<file path="config.mk">
export PLATFORM = sky130hd
export DESIGN_NAME = qps_serial_ctrl
export DESIGN_NICKNAME = d
export VERILOG_FILES = /design/src/qps_defs.sv /design/src/qps_serial_ctrl.sv
export SDC_FILE = /design/constraint.sdc
export NUM_CORES = 1
export LEC_CHECK = 0
export ABC_AREA = 1
export ABC_CLOCK_PERIOD_IN_PS = 1490
export BUFFER_PORTS_ARGS = -buffer_cell sky130_fd_sc_hd__buf_2
export CELL_PAD_IN_SITES_DETAIL_PLACEMENT = 2
export CELL_PAD_IN_SITES_GLOBAL_PLACEMENT = 2
export CORE_MARGIN = 3
export CORE_UTILIZATION = 31
export CTS_CLUSTER_SIZE = 10
export DETAILED_ROUTE_END_ITERATION = 10
export MAX_ROUTING_LAYER = met4
export PLACE_DENSITY = 0.82
export RECOVER_POWER = 50
export SYNTH_ARGS = -nofsm -noshare
export SYNTH_HDL_FRONTEND = slang
export SYNTH_SLANG_ARGS = --single-unit
</file>
<file path="constraint.sdc">
create_clock -name clock -period 1.49 [get_ports clock]
set_input_delay 0.3725 -clock clock [delete_from_list [all_inputs] [get_ports clock]]
set_output_delay 0.3725 -clock clock [all_outputs]
set_load 0.01 [all_outputs]
</file>
<file path="src/qps_defs.sv">
// Constants, types and the select-line glitch filter for the quad pot serial control
// How it works
// Address then setting bits, LSB first
// Frame begins only after high start bit
// Sample input, update output on rising edge
// Host leaves two clocks between frames
// Select bits pick channel one to four
// Each channel holds an 8-bit setting
// Reset loads stored settings into channels
// Serial access and drive only while selected
// Deselect reloads channels, floats serial output
// Short select-low glitches are filtered out
// Unstored writes are temporary, memory untouched
// Only the addressed channel changes on a write
// Host keeps clock running through store
// Store request drives ready flag low
// Busy store ignores input, shifts nothing
// Supply low leaves ready high, no store
// After address, old setting shifts out
// Frame: start, two address, eight data
// Channel updates on cycle after last bit
// Host raises store before closing edge
// Every write also reads the old value
// Deselected device idles awaiting start bit
`timescale 1ns/1ns

// ---------------------------------------------------------------
// Package
// ---------------------------------------------------------------
package qps_pkg;
  localparam int CLK_PERIOD_NS = 50;            // System clock period
  localparam int FILT_MIN_NS   = 30;            // Shortest low that counts
  localparam int FILT_MAX_NS   = 90;            // Longest low still filtered
  // Least time rounds up, never below one cycle
  localparam int FILT_CYC_RAW  = (FILT_MIN_NS + CLK_PERIOD_NS - 1) / CLK_PERIOD_NS;
  localparam int FILT_CYC      = (FILT_CYC_RAW < 1) ? 1 : FILT_CYC_RAW;
  localparam int BUSY_NS       = 5000000;       // Erase/write cycle, longest
  localparam int BUSY_CYC      = BUSY_NS / CLK_PERIOD_NS;
  localparam int NUM_CH        = 4;             // Channels
  localparam int DATA_BITS     = 8;             // Setting width
  localparam int ADDR_BITS     = 2;             // Channel address width
  localparam int GAP_EDGES     = 2;             // Edges after last bit
  localparam logic [7:0] NV_RESET = 8'h80;      // Stored value after power-up
  localparam logic [3:0] BIT_ADDR_LAST = 4'h1;  // Last address bit index
  localparam logic [3:0] BIT_DATA_LAST = 4'h7;  // Last data bit index
  localparam logic [3:0] BIT_GAP_LAST  = 4'h1;  // Last gap edge index
  localparam logic [3:0] FILT_LIM      = 4'(FILT_CYC);

  // Frame state, one-hot
  typedef enum logic [4:0] {
    ST_IDLE = 5'h01,
    ST_ADDR = 5'h02,
    ST_DATA = 5'h04,
    ST_GAP  = 5'h08,
    ST_BUSY = 5'h10
  } qps_state_t;

  // Host-side pins, all sampled on the system clock
  typedef struct packed {
    logic sel;          // Select line, high = selected
    logic sclk;         // Serial clock
    logic serial_in;    // Serial data in
    logic store_request;// Store request
    logic supply_low;   // Low supply detector
  } qps_pins_t;
endpackage

// ---------------------------------------------------------------
// Select filter
// ---------------------------------------------------------------
module qps_sel_filter (
  input  wire logic clock,
  input  wire logic sys_rst,
  input  wire logic sel_raw,
  output logic      sel_ok
);
  logic [3:0] low_cnt_r;   // Consecutive low samples
  logic [3:0] low_cnt_nxt;
  logic       sel_r;       // Filtered select
  logic       sel_nxt;

  // A low must persist for the window before it acts as a reset
  always_comb begin
    if (sel_raw) begin
      low_cnt_nxt = 4'h0;
    end else if (low_cnt_r < qps_pkg::FILT_LIM) begin
      low_cnt_nxt = low_cnt_r + 4'h1;
    end else begin
      low_cnt_nxt = low_cnt_r;
    end
    sel_nxt = sel_raw | (low_cnt_nxt < qps_pkg::FILT_LIM);
  end

  // Registers; reset treats the line as deselected
  always_ff @(posedge clock) begin
    if (sys_rst) begin
      low_cnt_r <= qps_pkg::FILT_LIM;
      sel_r     <= 1'b0;
    end else begin
      low_cnt_r <= low_cnt_nxt;
      sel_r     <= sel_nxt;
    end
  end

  assign sel_ok = sel_r;
endmodule

</file>
<file path="src/qps_serial_ctrl.sv">
// Serial frame engine, channel settings and stored-setting memory
`timescale 1ns/1ns

module qps_serial_ctrl #(
  parameter int BUSY_CYC = qps_pkg::BUSY_CYC  // Store time in clocks
) (
  input  wire logic             clock,
  input  wire logic             sys_rst,
  input  wire qps_pkg::qps_pins_t pins,
  output logic                  serial_out,
  output logic                  serial_out_en,
  output logic                  store_ready_flag,
  output logic [7:0]            channel_output_one,
  output logic [7:0]            channel_output_two,
  output logic [7:0]            channel_output_three,
  output logic [7:0]            channel_output_four
);
  // ---------------------------------------------------------------
  // Declarations
  // ---------------------------------------------------------------
  logic               sel_f;        // Filtered select
  logic               sclk_d_r;     // Previous serial clock sample
  logic               store_d_r;    // Previous store request sample
  logic               rise;         // Serial clock rising edge
  logic               store_rise;   // Store request rising edge
  qps_pkg::qps_state_t state_r, state_nxt;
  logic [3:0]         bit_r, bit_nxt;       // Bit index in phase
  logic [1:0]         addr_r, addr_nxt;     // Channel address
  logic [7:0]         din_r, din_nxt;       // Incoming setting
  logic [7:0]         dout_r, dout_nxt;     // Old setting shifting out
  logic               so_r, so_nxt;         // Serial output bit
  logic               pend_r, pend_nxt;     // Store armed for frame
  logic [16:0]        busy_r, busy_nxt;     // Store timer
  logic               wr_en;                // Apply din to channel
  logic               nv_wr;                // Commit din to memory
  logic [3:0][7:0]    ch_r, ch_nxt;         // Live settings
  logic [3:0][7:0]    nv_r, nv_nxt;         // Stored settings
  logic [1:0]         rd_sel;               // Channel to read back

  qps_sel_filter u_filter (
    .clock   (clock),
    .sys_rst (sys_rst),
    .sel_raw (pins.sel),
    .sel_ok  (sel_f)
  );

  // Edges of the serial clock are seen in the system clock domain
  assign rise       = pins.sclk & ~sclk_d_r;
  assign store_rise = pins.store_request & ~store_d_r;
  assign rd_sel     = {pins.serial_in, addr_r[0]};

  // ---------------------------------------------------------------
  // Frame state machine
  // ---------------------------------------------------------------
  always_comb begin
    state_nxt = state_r;
    bit_nxt   = bit_r;
    addr_nxt  = addr_r;
    din_nxt   = din_r;
    dout_nxt  = dout_r;
    so_nxt    = so_r;
    pend_nxt  = pend_r;
    busy_nxt  = busy_r;
    wr_en     = 1'b0;
    nv_wr     = 1'b0;
    case (state_r)
      qps_pkg::ST_IDLE: begin
        so_nxt   = 1'b0;
        pend_nxt = 1'b0;
        // Wait for the high start bit
        if (sel_f && rise && pins.serial_in) begin
          state_nxt = qps_pkg::ST_ADDR;
          bit_nxt   = 4'h0;
        end
      end
      qps_pkg::ST_ADDR: begin
        if (rise) begin
          addr_nxt[bit_r[0]] = pins.serial_in;
          bit_nxt            = bit_r + 4'h1;
          if (bit_r == qps_pkg::BIT_ADDR_LAST) begin
            // Old setting leaves LSB first, starting on this edge
            so_nxt    = ch_r[rd_sel][0];
            dout_nxt  = {1'b0, ch_r[rd_sel][7:1]};
            state_nxt = qps_pkg::ST_DATA;
            bit_nxt   = 4'h0;
          end
        end
      end
      qps_pkg::ST_DATA: begin
        if (rise) begin
          din_nxt  = {pins.serial_in, din_r[7:1]};
          so_nxt   = dout_r[0];
          dout_nxt = {1'b0, dout_r[7:1]};
          bit_nxt  = bit_r + 4'h1;
          if (bit_r == qps_pkg::BIT_DATA_LAST) begin
            state_nxt = qps_pkg::ST_GAP;
            bit_nxt   = 4'h0;
          end
        end
      end
      qps_pkg::ST_GAP: begin
        if (rise) begin
          so_nxt  = 1'b0;
          bit_nxt = bit_r + 4'h1;
          if (bit_r == 4'h0) begin
            wr_en = 1'b1;
            if (pend_r) begin
              state_nxt = qps_pkg::ST_BUSY;
              busy_nxt  = 17'h0;
            end
          end else if (bit_r == qps_pkg::BIT_GAP_LAST) begin
            state_nxt = qps_pkg::ST_IDLE;
          end
        end
      end
      qps_pkg::ST_BUSY: begin
        // Input ignored and nothing shifted while the cells program
        so_nxt   = 1'b0;
        busy_nxt = busy_r + 17'h1;
        if (busy_r == 17'(BUSY_CYC - 1)) begin
          nv_wr     = 1'b1;
          pend_nxt  = 1'b0;
          state_nxt = qps_pkg::ST_IDLE;
        end
      end
      default: begin
        state_nxt = qps_pkg::ST_IDLE;
      end
    endcase
    // Store arms only with a healthy supply; a low supply leaves ready high.
    // A request may still arrive after the last bit, ahead of the apply edge;
    // one landing on that very edge is too late and is refused.
    if ((state_r == qps_pkg::ST_ADDR || state_r == qps_pkg::ST_DATA
         || (state_r == qps_pkg::ST_GAP && bit_r == 4'h0 && !rise))
        && store_rise && !pins.supply_low) begin
      pend_nxt = 1'b1;
    end
    // Deselect aborts a frame, but a running store completes
    if (!sel_f && state_r != qps_pkg::ST_BUSY) begin
      state_nxt = qps_pkg::ST_IDLE;
      bit_nxt   = 4'h0;
      so_nxt    = 1'b0;
      pend_nxt  = 1'b0;
      wr_en     = 1'b0;
    end
  end

  // Registers of the frame state machine
  always_ff @(posedge clock) begin
    if (sys_rst) begin
      sclk_d_r  <= 1'b0;
      store_d_r <= 1'b0;
      state_r   <= qps_pkg::ST_IDLE;
      bit_r     <= 4'h0;
      addr_r    <= 2'h0;
      din_r     <= 8'h00;
      dout_r    <= 8'h00;
      so_r      <= 1'b0;
      pend_r    <= 1'b0;
      busy_r    <= 17'h0;
    end else begin
      sclk_d_r  <= pins.sclk;
      store_d_r <= pins.store_request;
      state_r   <= state_nxt;
      bit_r     <= bit_nxt;
      addr_r    <= addr_nxt;
      din_r     <= din_nxt;
      dout_r    <= dout_nxt;
      so_r      <= so_nxt;
      pend_r    <= pend_nxt;
      busy_r    <= busy_nxt;
    end
  end

  // ---------------------------------------------------------------
  // Channel settings and stored memory
  // ---------------------------------------------------------------
  // Per channel: deselect reloads, a write touches only its own channel
  for (genvar g = 0; g < qps_pkg::NUM_CH; g++) begin : g_ch
    always_comb begin
      if (!sel_f) begin
        ch_nxt[g] = nv_r[g];
      end else if (wr_en && addr_r == 2'(g)) begin
        ch_nxt[g] = din_r;
      end else begin
        ch_nxt[g] = ch_r[g];
      end
      nv_nxt[g] = (nv_wr && addr_r == 2'(g)) ? din_r : nv_r[g];
    end
  end

  // Power-up loads the stored value with no serial clock needed
  always_ff @(posedge clock) begin
    if (sys_rst) begin
      ch_r <= {qps_pkg::NUM_CH{qps_pkg::NV_RESET}};
      nv_r <= {qps_pkg::NUM_CH{qps_pkg::NV_RESET}};
    end else begin
      ch_r <= ch_nxt;
      nv_r <= nv_nxt;
    end
  end

  // ---------------------------------------------------------------
  // Outputs
  // ---------------------------------------------------------------
  assign serial_out           = so_r;
  assign serial_out_en        = sel_f && state_r != qps_pkg::ST_BUSY;
  assign store_ready_flag     = !(pend_r || state_r == qps_pkg::ST_BUSY);
  assign channel_output_one   = ch_r[0];
  assign channel_output_two   = ch_r[1];
  assign channel_output_three = ch_r[2];
  assign channel_output_four  = ch_r[3];
endmodule

</file>
==> results of run 1 <==
==> worst max-delay path by stage <==
stage | from | to
floorplan | busy_r[1] | nv_r[15]
global placement | bit_r[0] | state_r[4]
detailed placement | bit_r[0] | state_r[3]
finish | addr_r[0] | dout_r[1]
global route | addr_r[0] | dout_r[1]
CTS | state_r[3] | serial_out_en
==> metal layers <==
layer | part of all wire, % | vias up
met4 | 7.9 | 0
met2 | 51 | 388
met1 | 36 | 3744
met5 | 0 | -
li1 | - | 3107
met3 | 5.2 | 217
==> worst max-delay path: cells and delay by family (launching register included) <==
| family | cells | cell delay, ps |
|---|---|---|
| AOI/OAI and AO/OA | 4 | 1370 |
| buffers and inverters | 1 | 200 |
| DFF | 1 | 340 |
| and+or+nand+nor | 1 | 140 |
==> timing repair <==
action | 4_1_cts | 5_1_grt
hold buffers | 0 | 0
endpoints found under the hold margin | 0 | 0
resized for setup | 160 | 281
cloned | 4 | 2
pin swaps | 25 | 68
endpoints found under the setup margin | 111 | 117
buffers inserted | 19 | 27
==> cell families (layout without fill, tap and decap cells) <==
kind of cell	count (synthesis)	after routing	share of synthesized area, %
DFF	116	116	39.42
adders and majority gates	6	6	1.274
xor gates and xnor gates	3	3	0.4461
and+or+nand+nor	455	459	35.11
buffers and inverters	116	293	8.347
AOI/OAI and AO/OA	165	165	15.40
other	0	1	0
==> state kept, by name, summed over array words and instances, names as in the netlist, 2 cells and up <==
signal,flops
din_r,8
channel_output_four,8
addr_r,2
u_filter.low_cnt_r,4
channel_output_two,8
channel_output_three,8
dout_r,7
nv_r,32
channel_output_one,8
state_r,5
bit_r,4
busy_r,17
==> power by group <==
part           leakage, nW  internal, W  total (W)  switching (W)
Combinational         2.83     0.000466    0.00132       0.000852
Sequential           0.947      0.00313    0.00318      0.0000502
Clock                0.294      0.00273    0.00455        0.00182
==> cells in the mapped netlist, types with 8 or more instances <==
library cell,count
nand2_4,8
inv_1,77
o211ai_1,8
a21oi_1,67
o21ai_0,66
dfxtp_1,116
inv_2,9
nand2_2,20
nor2_1,136
nand2_1,215
nand3_1,39
clkbuf_1,15
nand4_1,10
==> per-stage QoR <==
stage / hold WS, ps / setup TNS, ps / utilization, % / cells / instance area [sq um]
after floorplan: 424.6 / -1.548 / - / 861 / 5921
after global routing: 199.5 / -31980 / 52.39 / 1271 / 9604
after CTS: 140.4 / -9885 / 45.56 / 1245 / 8352
after global placement: 444.7 / -4979 / 38.04 / 1190 / 6973
final: 166.0 / -28310 / 52.41 / 1272 / 9607
after detailed placement: 470.3 / -15450 / 38.04 / 1190 / 6973
==> layout make-up <==
class / instances / area [sq um]
multi-input cells: 633 / 4493
inverters: 87 / 394.1
well taps: 229 / 286.5
diodes: 1 / 2.502
fillers: 1958 / 8725
clock inverters: 11 / 150.1
flip-flops and latches: 116 / 2367
repair buffers: 173 / 1436
repair inverters: 1 / 16.27
clock buffers: 21 / 460.4
==> results.txt, run 1 <==
- On the worst path, the slowest cell contributes a delay of 880 ps.
- Setup slack after placement: -276.7 ps
- The floorplan has 49 rows.
- In the final design database the tool counted 1042 nets.
* DRT Wirelength: 40.74 mm
- PnR worst setup slack: -671.5 ps
- Nets in the synthesized netlist: 874
- Detail Route Antenna Nets: 0
* Final weighted congestion in routability-driven placement: 0.8700
- The count of endpoints failing hold in the final timing report is 0.
* GR Layer Usage met2: 58.50%
- Hold path startpoint: pins[1]
- The top cell type by area accounts for 39.42% of the synthesized area.
* R2r worst-path depth: 6
- Derived from the worst setup path, the maximum achievable clock frequency is 462.6 MHz.
- Detailed-placement wirelength estimate: 17.23 mm
- Sort of element at the start of the critical path: flop
* Initial antenna violation count: 0
- TritonCTS created 17 clock buffers.
* Leakage dissipation: 4.066 nW
- The number of slew-limit violations in the final report was 0.
- Dividing total power by cell area gives a power density of 941.5 mW/mm^2.
* Sinks on Clock Net: 116
- Total of endpoints with negative setup slack in the final report: 115
* Starting Density: 32.13%
- After clock tree synthesis, the clock-pin slew on the worst setup and hold paths is 70 ps.
- The number of global-route vias before repair was 7692.
* Leading register cell type out of synthesis: dfxtp_1
- Least-Margin Pin Slew: 1103 ps
- Most used cells in the layout excluding fill and tap cells: nand2_1, buf_4, dfxtp_1
- PnR Total Power: 0.009045 W
- Total global routing track utilization: 32.98%
- Outcome: complete, but fails checks
* Type of element capturing the critical path: flop
* Synthesis Warnings: 0
* R2R Path End: dout_r[1]
* Vertical die dimension: 143.9 um
- Vias per cell: 5.862
- The worst pin sits at a relative slew slack of 25.72%.
* Async set-or-reset flop fraction in the synthesized netlist: 0%
* Max-cap violations: 0
* Clock tree from TritonCTS: yes
* Maximum number of pins on one net before global-route repair: 50
* Average cell area after synthesis: 6.842 sq um
- Violations in the final reports: negative setup slack
- DRC errors left: 0
* Top-Level Pins: 42
- Launch instance of the worst register-to-register path: addr_r[0]
- Fraction of final layout cells with drive strength greater than 1: 51.73%
- The worst path uses 145.1% of the clock period.
- H-tree Lvls: 4
- Post-DR wirelength/cell: 32.03 um
- Number of flops mapped to enable cells by yosys: 0
* Gate Count Post-Synth: 861
* Post-route minimum period: 2161 ps
- Critical-path cell with the highest stage delay: o21ai_0
- In this run the worst path has a maximum fanout of 13.
* Worst supply voltage drop on vdd: 1.129 mV
- Global routing consumed, on the met1 layer, 34.28% of the routing resources.
- The first global-routing pass estimated 49.21 mm of wire.
- RSZ-0062 raised after global routing: yes
* Port bufs: 41
- Reg-to-reg slack, setup: -670 ps
- Number of iterations in the first detailed-routing pass: 5
- Synth cell types: 37
- The worst hold path passes through 3 cells.
- Worst endpoint required time: 1830 ps
* Maximum buffer depth of the clock tree: 2
- In this run the most used layer during global routing was met2.
- First DRT Iteration DRCs: 559
- The later pin in the worst-skew pair is clocked with a latency of 460 ps.
- From left edge to right edge, the die measures 143.9 um.
* Cells traversed along the worst timing path: buf_4 > o21ai_0 > o22ai_1 > nand2_1 > o21ai_0 > o21a_1
- Ranking of synthesized cells by area: dfxtp_1, nand2_1, nor2_1
- The die covers 0.02069 sq mm.
- Critical Setup Path Class: flop to flop
- Endpoint with the worst hold slack: store_d_r
- Sequential share of the synthesized area: 39.42%
* Type of the worst min-delay path: input pin to flop
* Congestion Overflow GR: 0
- FF+latch count, synth: 116
- Clock root buffer: clkbuf_16
- Post-Syn Area: 0.005891 sq mm
* Global Route met3 Usage: 6.389%
- Yosys top cell by area: dfxtp_1
- Synth-to-layout area growth: 63.08%
- The total area inside the core boundary comes to 0.01833 sq mm.
- For this block, the via count after detailed routing is 7456.
* Arrival time of the worst setup path: 2500 ps
- Clock Skews: 14.89 ps
- The cell that appears most often on the critical path is o21ai_0.
Note: power is estimated with default switching activity, not from simulation.
==> run 2: changes to the inputs <==
ABC_CLOCK_PERIOD_IN_PS = 2090   (was 1490)
CORE_UTILIZATION = 34   (was 31)
MAX_ROUTING_LAYER = default   (was met4)
PLACE_DENSITY = 0.85   (was 0.82)
clock period = 2.09 ns   (was 1.49 ns; I/O delays follow)
==> results.txt, run 2 (same netlist as run 1, synthesis figures left out) <==
- Clock tree from TritonCTS: yes (unchanged)
* Total of endpoints with negative setup slack in the final report: 0 (was 115)
- The net count reported at finish was 918 (was 1042).
- Final count of pins violating max slew: 0 (unchanged)
- Worst endpoint required time: 2440 ps (was 1830 ps)
- Setup tns final: 0 ps (was -28310 ps)
- The static power due to leakage was 2.976 nW (was 4.066 nW).
* Hold_ws: 350.2 ps (was 166.0 ps)
* Max Clk Rate: 512.6 MHz (was 462.6 MHz)
- The number of rows created at floorplan is 47 (was 49).
- Relative slew slack: 63.44% (was 25.72%)
- Vertical die dimension: 137.6 um (was 143.9 um)
- The class of the tightest hold or removal check is input pin to flop (unchanged).
- The stage delay of the slowest cell on the critical path was 380 ps (was 880 ps).
- The pin count of the biggest net entering global routing came to 57 (was 50).
- Clock Skews: 8.632 ps (was 14.89 ps)
- Cell family contributing the most delay on the critical path: simple AND/OR/NAND/NOR gates (was compound AO/OA/AOI/OAI gates)
- The fraction of final layout cells sized beyond drive strength 1 is 12.65% (was 51.73%).
- The count of port buffers added during placement came to 41 (unchanged).
* Cells traversed along the worst timing path: ha_1 > nand2_1 > nor2_2 > nand3_4 > nor2_4 > nand2_4 > nand2_1 > nand2_1 > nor2_1 (was buf_4 > o21ai_0 > o22ai_1 > nand2_1 > o21ai_0 > o21a_1)
* Via count of the first global-routing pass: 6315 (was 7692)
- Largest fanout on the critical path: 16 (was 13)
- The global-route wire length before repair is 34.84 mm (was 49.21 mm).
* Maximum buffer depth of the clock tree: 2 (unchanged)
* H-tree Lvls: 4 (unchanged)
- Top-Level Pins: 42 (unchanged)
- Final weighted congestion in routability-driven placement: 0.8418 (was 0.8700)
- The root buffer cell was clkbuf_16 (unchanged).
- The floorplan die width is 137.6 um (was 143.9 um).
- Number of hold-repair buffers added at the cts stage: 0 (unchanged)
- RSZ-0062 raised after global routing: no (was yes)
- The per-cell via count in the routed design was 5.128 (was 5.862).
- Post-route minimum period: 1951 ps (was 2161 ps)
- Most used cells in the layout excluding fill and tap cells: nand2_1, nor2_1, dfxtp_1 (was nand2_1, buf_4, dfxtp_1).
* Clock latency on the worst-skew pair: 430 ps (was 460 ps)
- PnR worst setup slack: 139.1 ps (was -671.5 ps)
* Setup slack after placement: 161.3 ps (was -276.7 ps)
- Post-DR wirelength/cell: 18.79 um (was 32.03 um)
- Register name with the most flops: nv_r (unchanged)
* Total global routing track utilization: 24.03% (was 32.98%)
* Outcome: finished, final reports clean (was complete, but fails checks)
* Congestion Overflow GR: 0 (unchanged)
- The number of flip-flops under the largest register name is 32 (unchanged).
- Top flop regs: nv_r (32), busy_r (17) (unchanged).
- The slowest cell on the critical path is dfxtp_1 (was o21ai_0).
* Area inside the core boundary: 0.01676 sq mm (was 0.01833 sq mm)
- The category of the worst setup path capture point is a flop (unchanged).
- The transition time of the tightest slew-check pin came to 544.2 ps (was 1103 ps).
- Sinks on Clock Net: 116 (unchanged)
* Clock-pin slew reported for the worst setup and hold paths after clock tree synthesis: 60 ps (was 70 ps)
- The highest ir drop seen on vdd is 0.5440 mV (was 1.129 mV).
- Number of iterations in the first detailed-routing pass: 5 (unchanged)
- The count of maximum capacitance violations came to 0 (unchanged).
* Critical Setup Path Class: flop to flop (unchanged)
- The clock buffer count from CTS is 17 (unchanged).
* Diode count: 0 (was 1)
- The final worst-path cycle share was 93.34% (was 145.1%).
- Synth-to-layout area growth: 15.53% (was 63.08%)
- Worst path most repeated cell: nand2_1 (was o21ai_0)
- DRT Wirelength: 21.36 mm (was 40.74 mm)
- Final cell utilization of the core: 40.60% (was 52.41%)
- The remaining antenna violation count came to 0 (unchanged).
- First DRT Iteration DRCs: 251 (was 559)
- The number of antenna violations at the first check in global routing is 0 (unchanged).
* Detailed-placement wirelength estimate: 14.58 mm (was 17.23 mm)
* Starting Density: 35.15% (was 32.13%)
* Vias: 5830 (was 7456)
- The power density over cell area came to 795.1 mW/mm^2 (was 941.5 mW/mm^2).
- The kind of launch point of the worst setup path is a flop (unchanged).
* Most common cell after layout, fill and taps aside: nand2_1
- The area of the die is 0.01894 sq mm (was 0.02069 sq mm).
* DRC errors left: 0 (unchanged)
- The data arrival time at the worst-slack endpoint is 2300 ps (was 2500 ps).
* Crit path buffers/inverters: 0 (was 1)
- The count of endpoints failing hold in the final timing report is 0 (unchanged).
[run 2: cell types whose count changed in the layout (fill, tap and decap cells not counted), moves of 39 or more]
| cell | delta |
|---|---|
| nand2_2 | -67 |
| nand2_1 | +118 |
| buf_4 | -87 |
| nor2_1 | +42 |
| a21oi_1 | +39 |
| nand2_4 | -43 |
[run 2: per-layer routing]
metal  vias up  part of all wire (%)  track usage [%]
met5         -                     0                0
met4         0                   2.6            8.592
met3        35                   2.5            4.785
met2        67                    53            43.57
met1      2888                    42            27.89
li1       2840                     -                -
[run 2: repair_timing]
action / 4_1_cts / 5_1_grt
resized for setup: 0 / 2
setup buffers: 2 / 0
endpoints found under the setup margin: 2 / 8
cloned: 0 / 0
pin swaps: 1 / 0
[run 2: where the power goes]
| part | internal (W) | leakage [nW] | switching (W) | total (W) |
|---|---|---|---|---|
| Clock | 0.00164 | 0.266 | 0.00108 | 0.00272 |
| Combinational | 0.000117 | 1.77 | 0.000310 | 0.000427 |
| Sequential | 0.00223 | 0.937 | 0.0000293 | 0.00226 |
[run 2: worst paths after layout]
kind | startpoint | end | slack (ps) | cells after the start
worst min-delay path | pins[1] | store_d_r | 350 | 3
worst max register to register | busy_r[0] | nv_r[22] | 140 | 9
worst max-delay path | busy_r[0] | nv_r[22] | 140 | 9
worst min register to register | dout_r[6] | dout_r[6] | 460 | 2
[run 2: layout make-up]
cell class              count  area (sq um)
clock buffers              21         450.4
clock inverters            10         85.08
flip-flops and latches    116          2323
multi-input cells         629          3059
well taps                 220         275.3
repair buffers             54         282.8
inverters                  87         329.1
fillers                  2035          9955
[run 2: worst min-delay path, stage by stage]
cell and delay, ps:
buf_2 100, inv_1 60, nor2_1 50
[run 2: metrics by stage]
step	power (W)	area (sq um)	instances
after floorplan	0.002599	5891	861
after global placement	0.002710	6316	1104
after detailed placement	0.002726	6316	1104
after CTS	0.005470	6867	1137
after global routing	0.005637	6805	1137
final	0.005411	6805	1137
==> run 3: changes to the inputs <==
RECOVER_POWER = 100   (was 50)
==> results.txt, run 3 (same netlist as run 1, synthesis figures left out) <==
- Worst path most repeated cell: nand2_1 (unchanged)
- Critical Setup Path Class: flop to flop (unchanged)
- The area of the die came to 0.01894 sq mm (unchanged).
* Critical-path cell with the highest stage delay: dfxtp_1 (unchanged)
* Vias: 5834 (was 5830)
* Register name with the most flops: nv_r (unchanged)
- The stage delay of the slowest cell on the critical path is 380 ps (about the same).
- Number of fillers in the final layout: 2039 (was 2035)
- The clock tree buffer depth came to 2 (unchanged).
* Congestion Overflow GR: 0 (unchanged)
- The clock insertion delay at the later pin of the skew report is 430 ps (about the same).
- First DRT Iteration DRCs: 270 (was 251)
- The static power due to leakage came to 2.973 nW (was 2.976 nW).
- DRT Wirelength: 21.43 mm (was 21.36 mm)
- Vertical die dimension: 137.6 um (unchanged)
* Maximum number of pins on one net before global-route repair: 57 (unchanged)
- Diode count: 0 (unchanged)
- Fraction of final layout cells with drive strength greater than 1: 12.00% (was 12.65%)
* Fraction of the cycle the final worst path needs: 93.37% (was 93.34%)
- Net switching power figure: 0.001415 W (about the same)
- The initial core utilization came to 35.15% (unchanged).
- The power density over cell area was 796.7 mW/mm^2 (was 795.1 mW/mm^2).
- The remaining antenna violation count came to 0 (unchanged).
- First-pass GRT wire length: 34.84 mm (unchanged)
- The DRC violation count after routing was 0 (unchanged).
* Vias per cell: 5.131 (was 5.128)
* Top-Level Pins: 42 (unchanged)
* Number of nets in the layout: 918 (unchanged)
* Clock Skews: 7.801 ps (was 8.632 ps)
* Die boundary width: 137.6 um (unchanged)
* Arrival time of the worst setup path: 2300 ps (about the same)
- Most used cells in the layout excluding fill and tap cells: nand2_1, nor2_1, dfxtp_1 (unchanged)
* Worst endpoint required time: 2440 ps (about the same)
* Combinational group share of total power: 7.9% (about the same)
- Type of the worst min-delay path: input pin to flop (unchanged)
- Post-route minimum period: 1952 ps (was 1951 ps)
- The top achievable clock speed was 512.4 MHz (was 512.6 MHz).
- The root buffer cell is clkbuf_16 (unchanged).
- Worst supply voltage drop on vdd: 0.5399 mV (was 0.5440 mV)
- The signed area change from the synthesized netlist to the final layout was 15.29% (was 15.53%).
- Number of logic stages on the critical path including buffering: 9 (unchanged)
* Final weighted congestion in routability-driven placement: 0.8418 (unchanged)
* Cells traversed along the worst timing path: ha_1 > nand2_1 > nor2_2 > nand3_4 > nor2_4 > nand2_4 > nand2_1 > nand2_1 > nor2_1 (unchanged)
* Most common cell after layout, fill and taps aside: nand2_1 (unchanged)
- Number of iterations in the first detailed-routing pass: 4 (was 5)
* Final cell utilization of the core: 40.52% (was 40.60%)
* Final count of pins violating max slew: 0 (unchanged)
- The clock buffer count from CTS is 17 (unchanged).
- Sinks on Clock Net: 116 (unchanged)
- The count of endpoints failing hold in the final timing report was 0 (unchanged).
- The final HPWL from detailed placement is 14.58 mm (unchanged).
- The number of flip-flops under the largest register name came to 32 (unchanged).
* Crit path buffers/inverters: 0 (unchanged)
- The headroom to the max-slew limit is 63.40% (was 63.44%).
* Clock tree from TritonCTS: yes (unchanged)
- The clock transition at the registers of the reported paths is 60 ps (about the same).
- Top flop regs: nv_r (32), busy_r (17) (unchanged).
- The count of cells along the worst register-to-register path came to 9 (unchanged).
* Count of cells along the worst hold path: 3 (unchanged)
- Row cnt: 47 (unchanged)
* Post-DR wirelength/cell: 18.85 um (was 18.79 um)
* Max-cap violations: 0 (unchanged)
* Design internal power: 0.003996 W (about the same)
- The switching share of power was 26.16% (was 26.14%).
* Outcome: finished, final reports clean (unchanged)
- Total global routing track utilization: 24.03% (unchanged)
- RSZ-0062 raised after global routing: no (unchanged)
- Largest fanout on the critical path: 16 (unchanged)
* Least-Margin Pin Slew: 544.8 ps (was 544.2 ps)
- Sort of element at the start of the critical path: flop (unchanged)
- The core footprint was 0.01676 sq mm (unchanged).
- The clock share of power was 50.3% (about the same).
- The sequential fraction of design power was 41.8% (about the same).
- Type of element capturing the critical path: flop (unchanged)
- H-tree Lvls: 4 (unchanged)
- The final-layout setup total negative slack is 0 ps (unchanged).
- The setup violation total in the final timing report was 0 (unchanged).
* Via count of the first global-routing pass: 6315 (unchanged)
* Cell family contributing the most delay on the critical path: simple AND/OR/NAND/NOR gates (unchanged)
- The count of port buffers added during placement is 41 (unchanged).
- Initial antenna violation count: 0 (unchanged)
## run 3: timing repair
| item | in CTS | in global routing |
|---|---|---|
| hold buffers | 0 | 0 |
| resized for setup | 0 | 2 |
| pin swaps | 1 | 0 |
| endpoints found under the setup margin | 2 | 8 |
| setup buffers | 2 | 0 |
## run 3: layout make-up
| type | count | area, sq um | share of cell area, % |
|---|---|---|---|
| Tap cell | 220 | 275.3 | 4.053 |
| Inverter | 87 | 329.1 | 4.845 |
| Clock buffer | 21 | 450.4 | 6.632 |
| Timing Repair Buffer | 54 | 282.8 | 4.164 |
| Clock inverter | 10 | 85.08 | 1.253 |
| Sequential cell | 116 | 2323 | 34.21 |
| Multi-Input combinational cell | 629 | 3045 | 44.84 |
## run 3: final timing paths
path,start,to,slack (ps)
worst max register to register,busy_r[0],nv_r[22],140
worst min-delay path,pins[1],store_d_r,350
worst max-delay path,busy_r[0],nv_r[22],140
worst min register to register,dout_r[6],dout_r[6],460
## run 3: per-layer routing
| metal | part of all wire [%] | vias up | global-route usage (%) |
|---|---|---|---|
| met1 | 42 | 2884 | 27.89 |
| met3 | 2.3 | 34 | 4.785 |
| met4 | 2.5 | 0 | 8.592 |
| met5 | 0 | - | 0 |
| met2 | 53 | 79 | 43.57 |
| li1 | - | 2837 | - |
## run 3: power by group through the flow
stage / clock (W) / combinational [W] / sequential [W]
after floorplan: 0 / 0.000294 / 0.00231
after global placement: 0 / 0.000400 / 0.00231
after detailed placement: 0 / 0.000414 / 0.00231
after CTS: 0.00277 / 0.000431 / 0.00226
after global routing: 0.00289 / 0.000479 / 0.00227
final: 0.00272 / 0.000425 / 0.00226
## run 3: per-stage QoR
step	hold slack, ps	instance area (sq um)	worst slack (ps)	cells	total power (W)
3_3_place_gp	439.5	6316	255.0	1104	0.002710
2_1_floorplan	424.6	5891	487.2	861	0.002599
3_5_place_dp	443.0	6316	161.3	1104	0.002726
5_1_grt	353.8	6792	10.35	1137	0.005635
6_report	351.5	6792	138.5	1137	0.005411
4_1_cts	339.8	6867	102.2	1137	0.005470
## run 3: worst register-to-register path: cells and delay by family, from the launching register on
kind                       cells  cell delay, ps
adders and majority gates      1             250
DFF                            1             380
and+or+nand+nor                8            1270
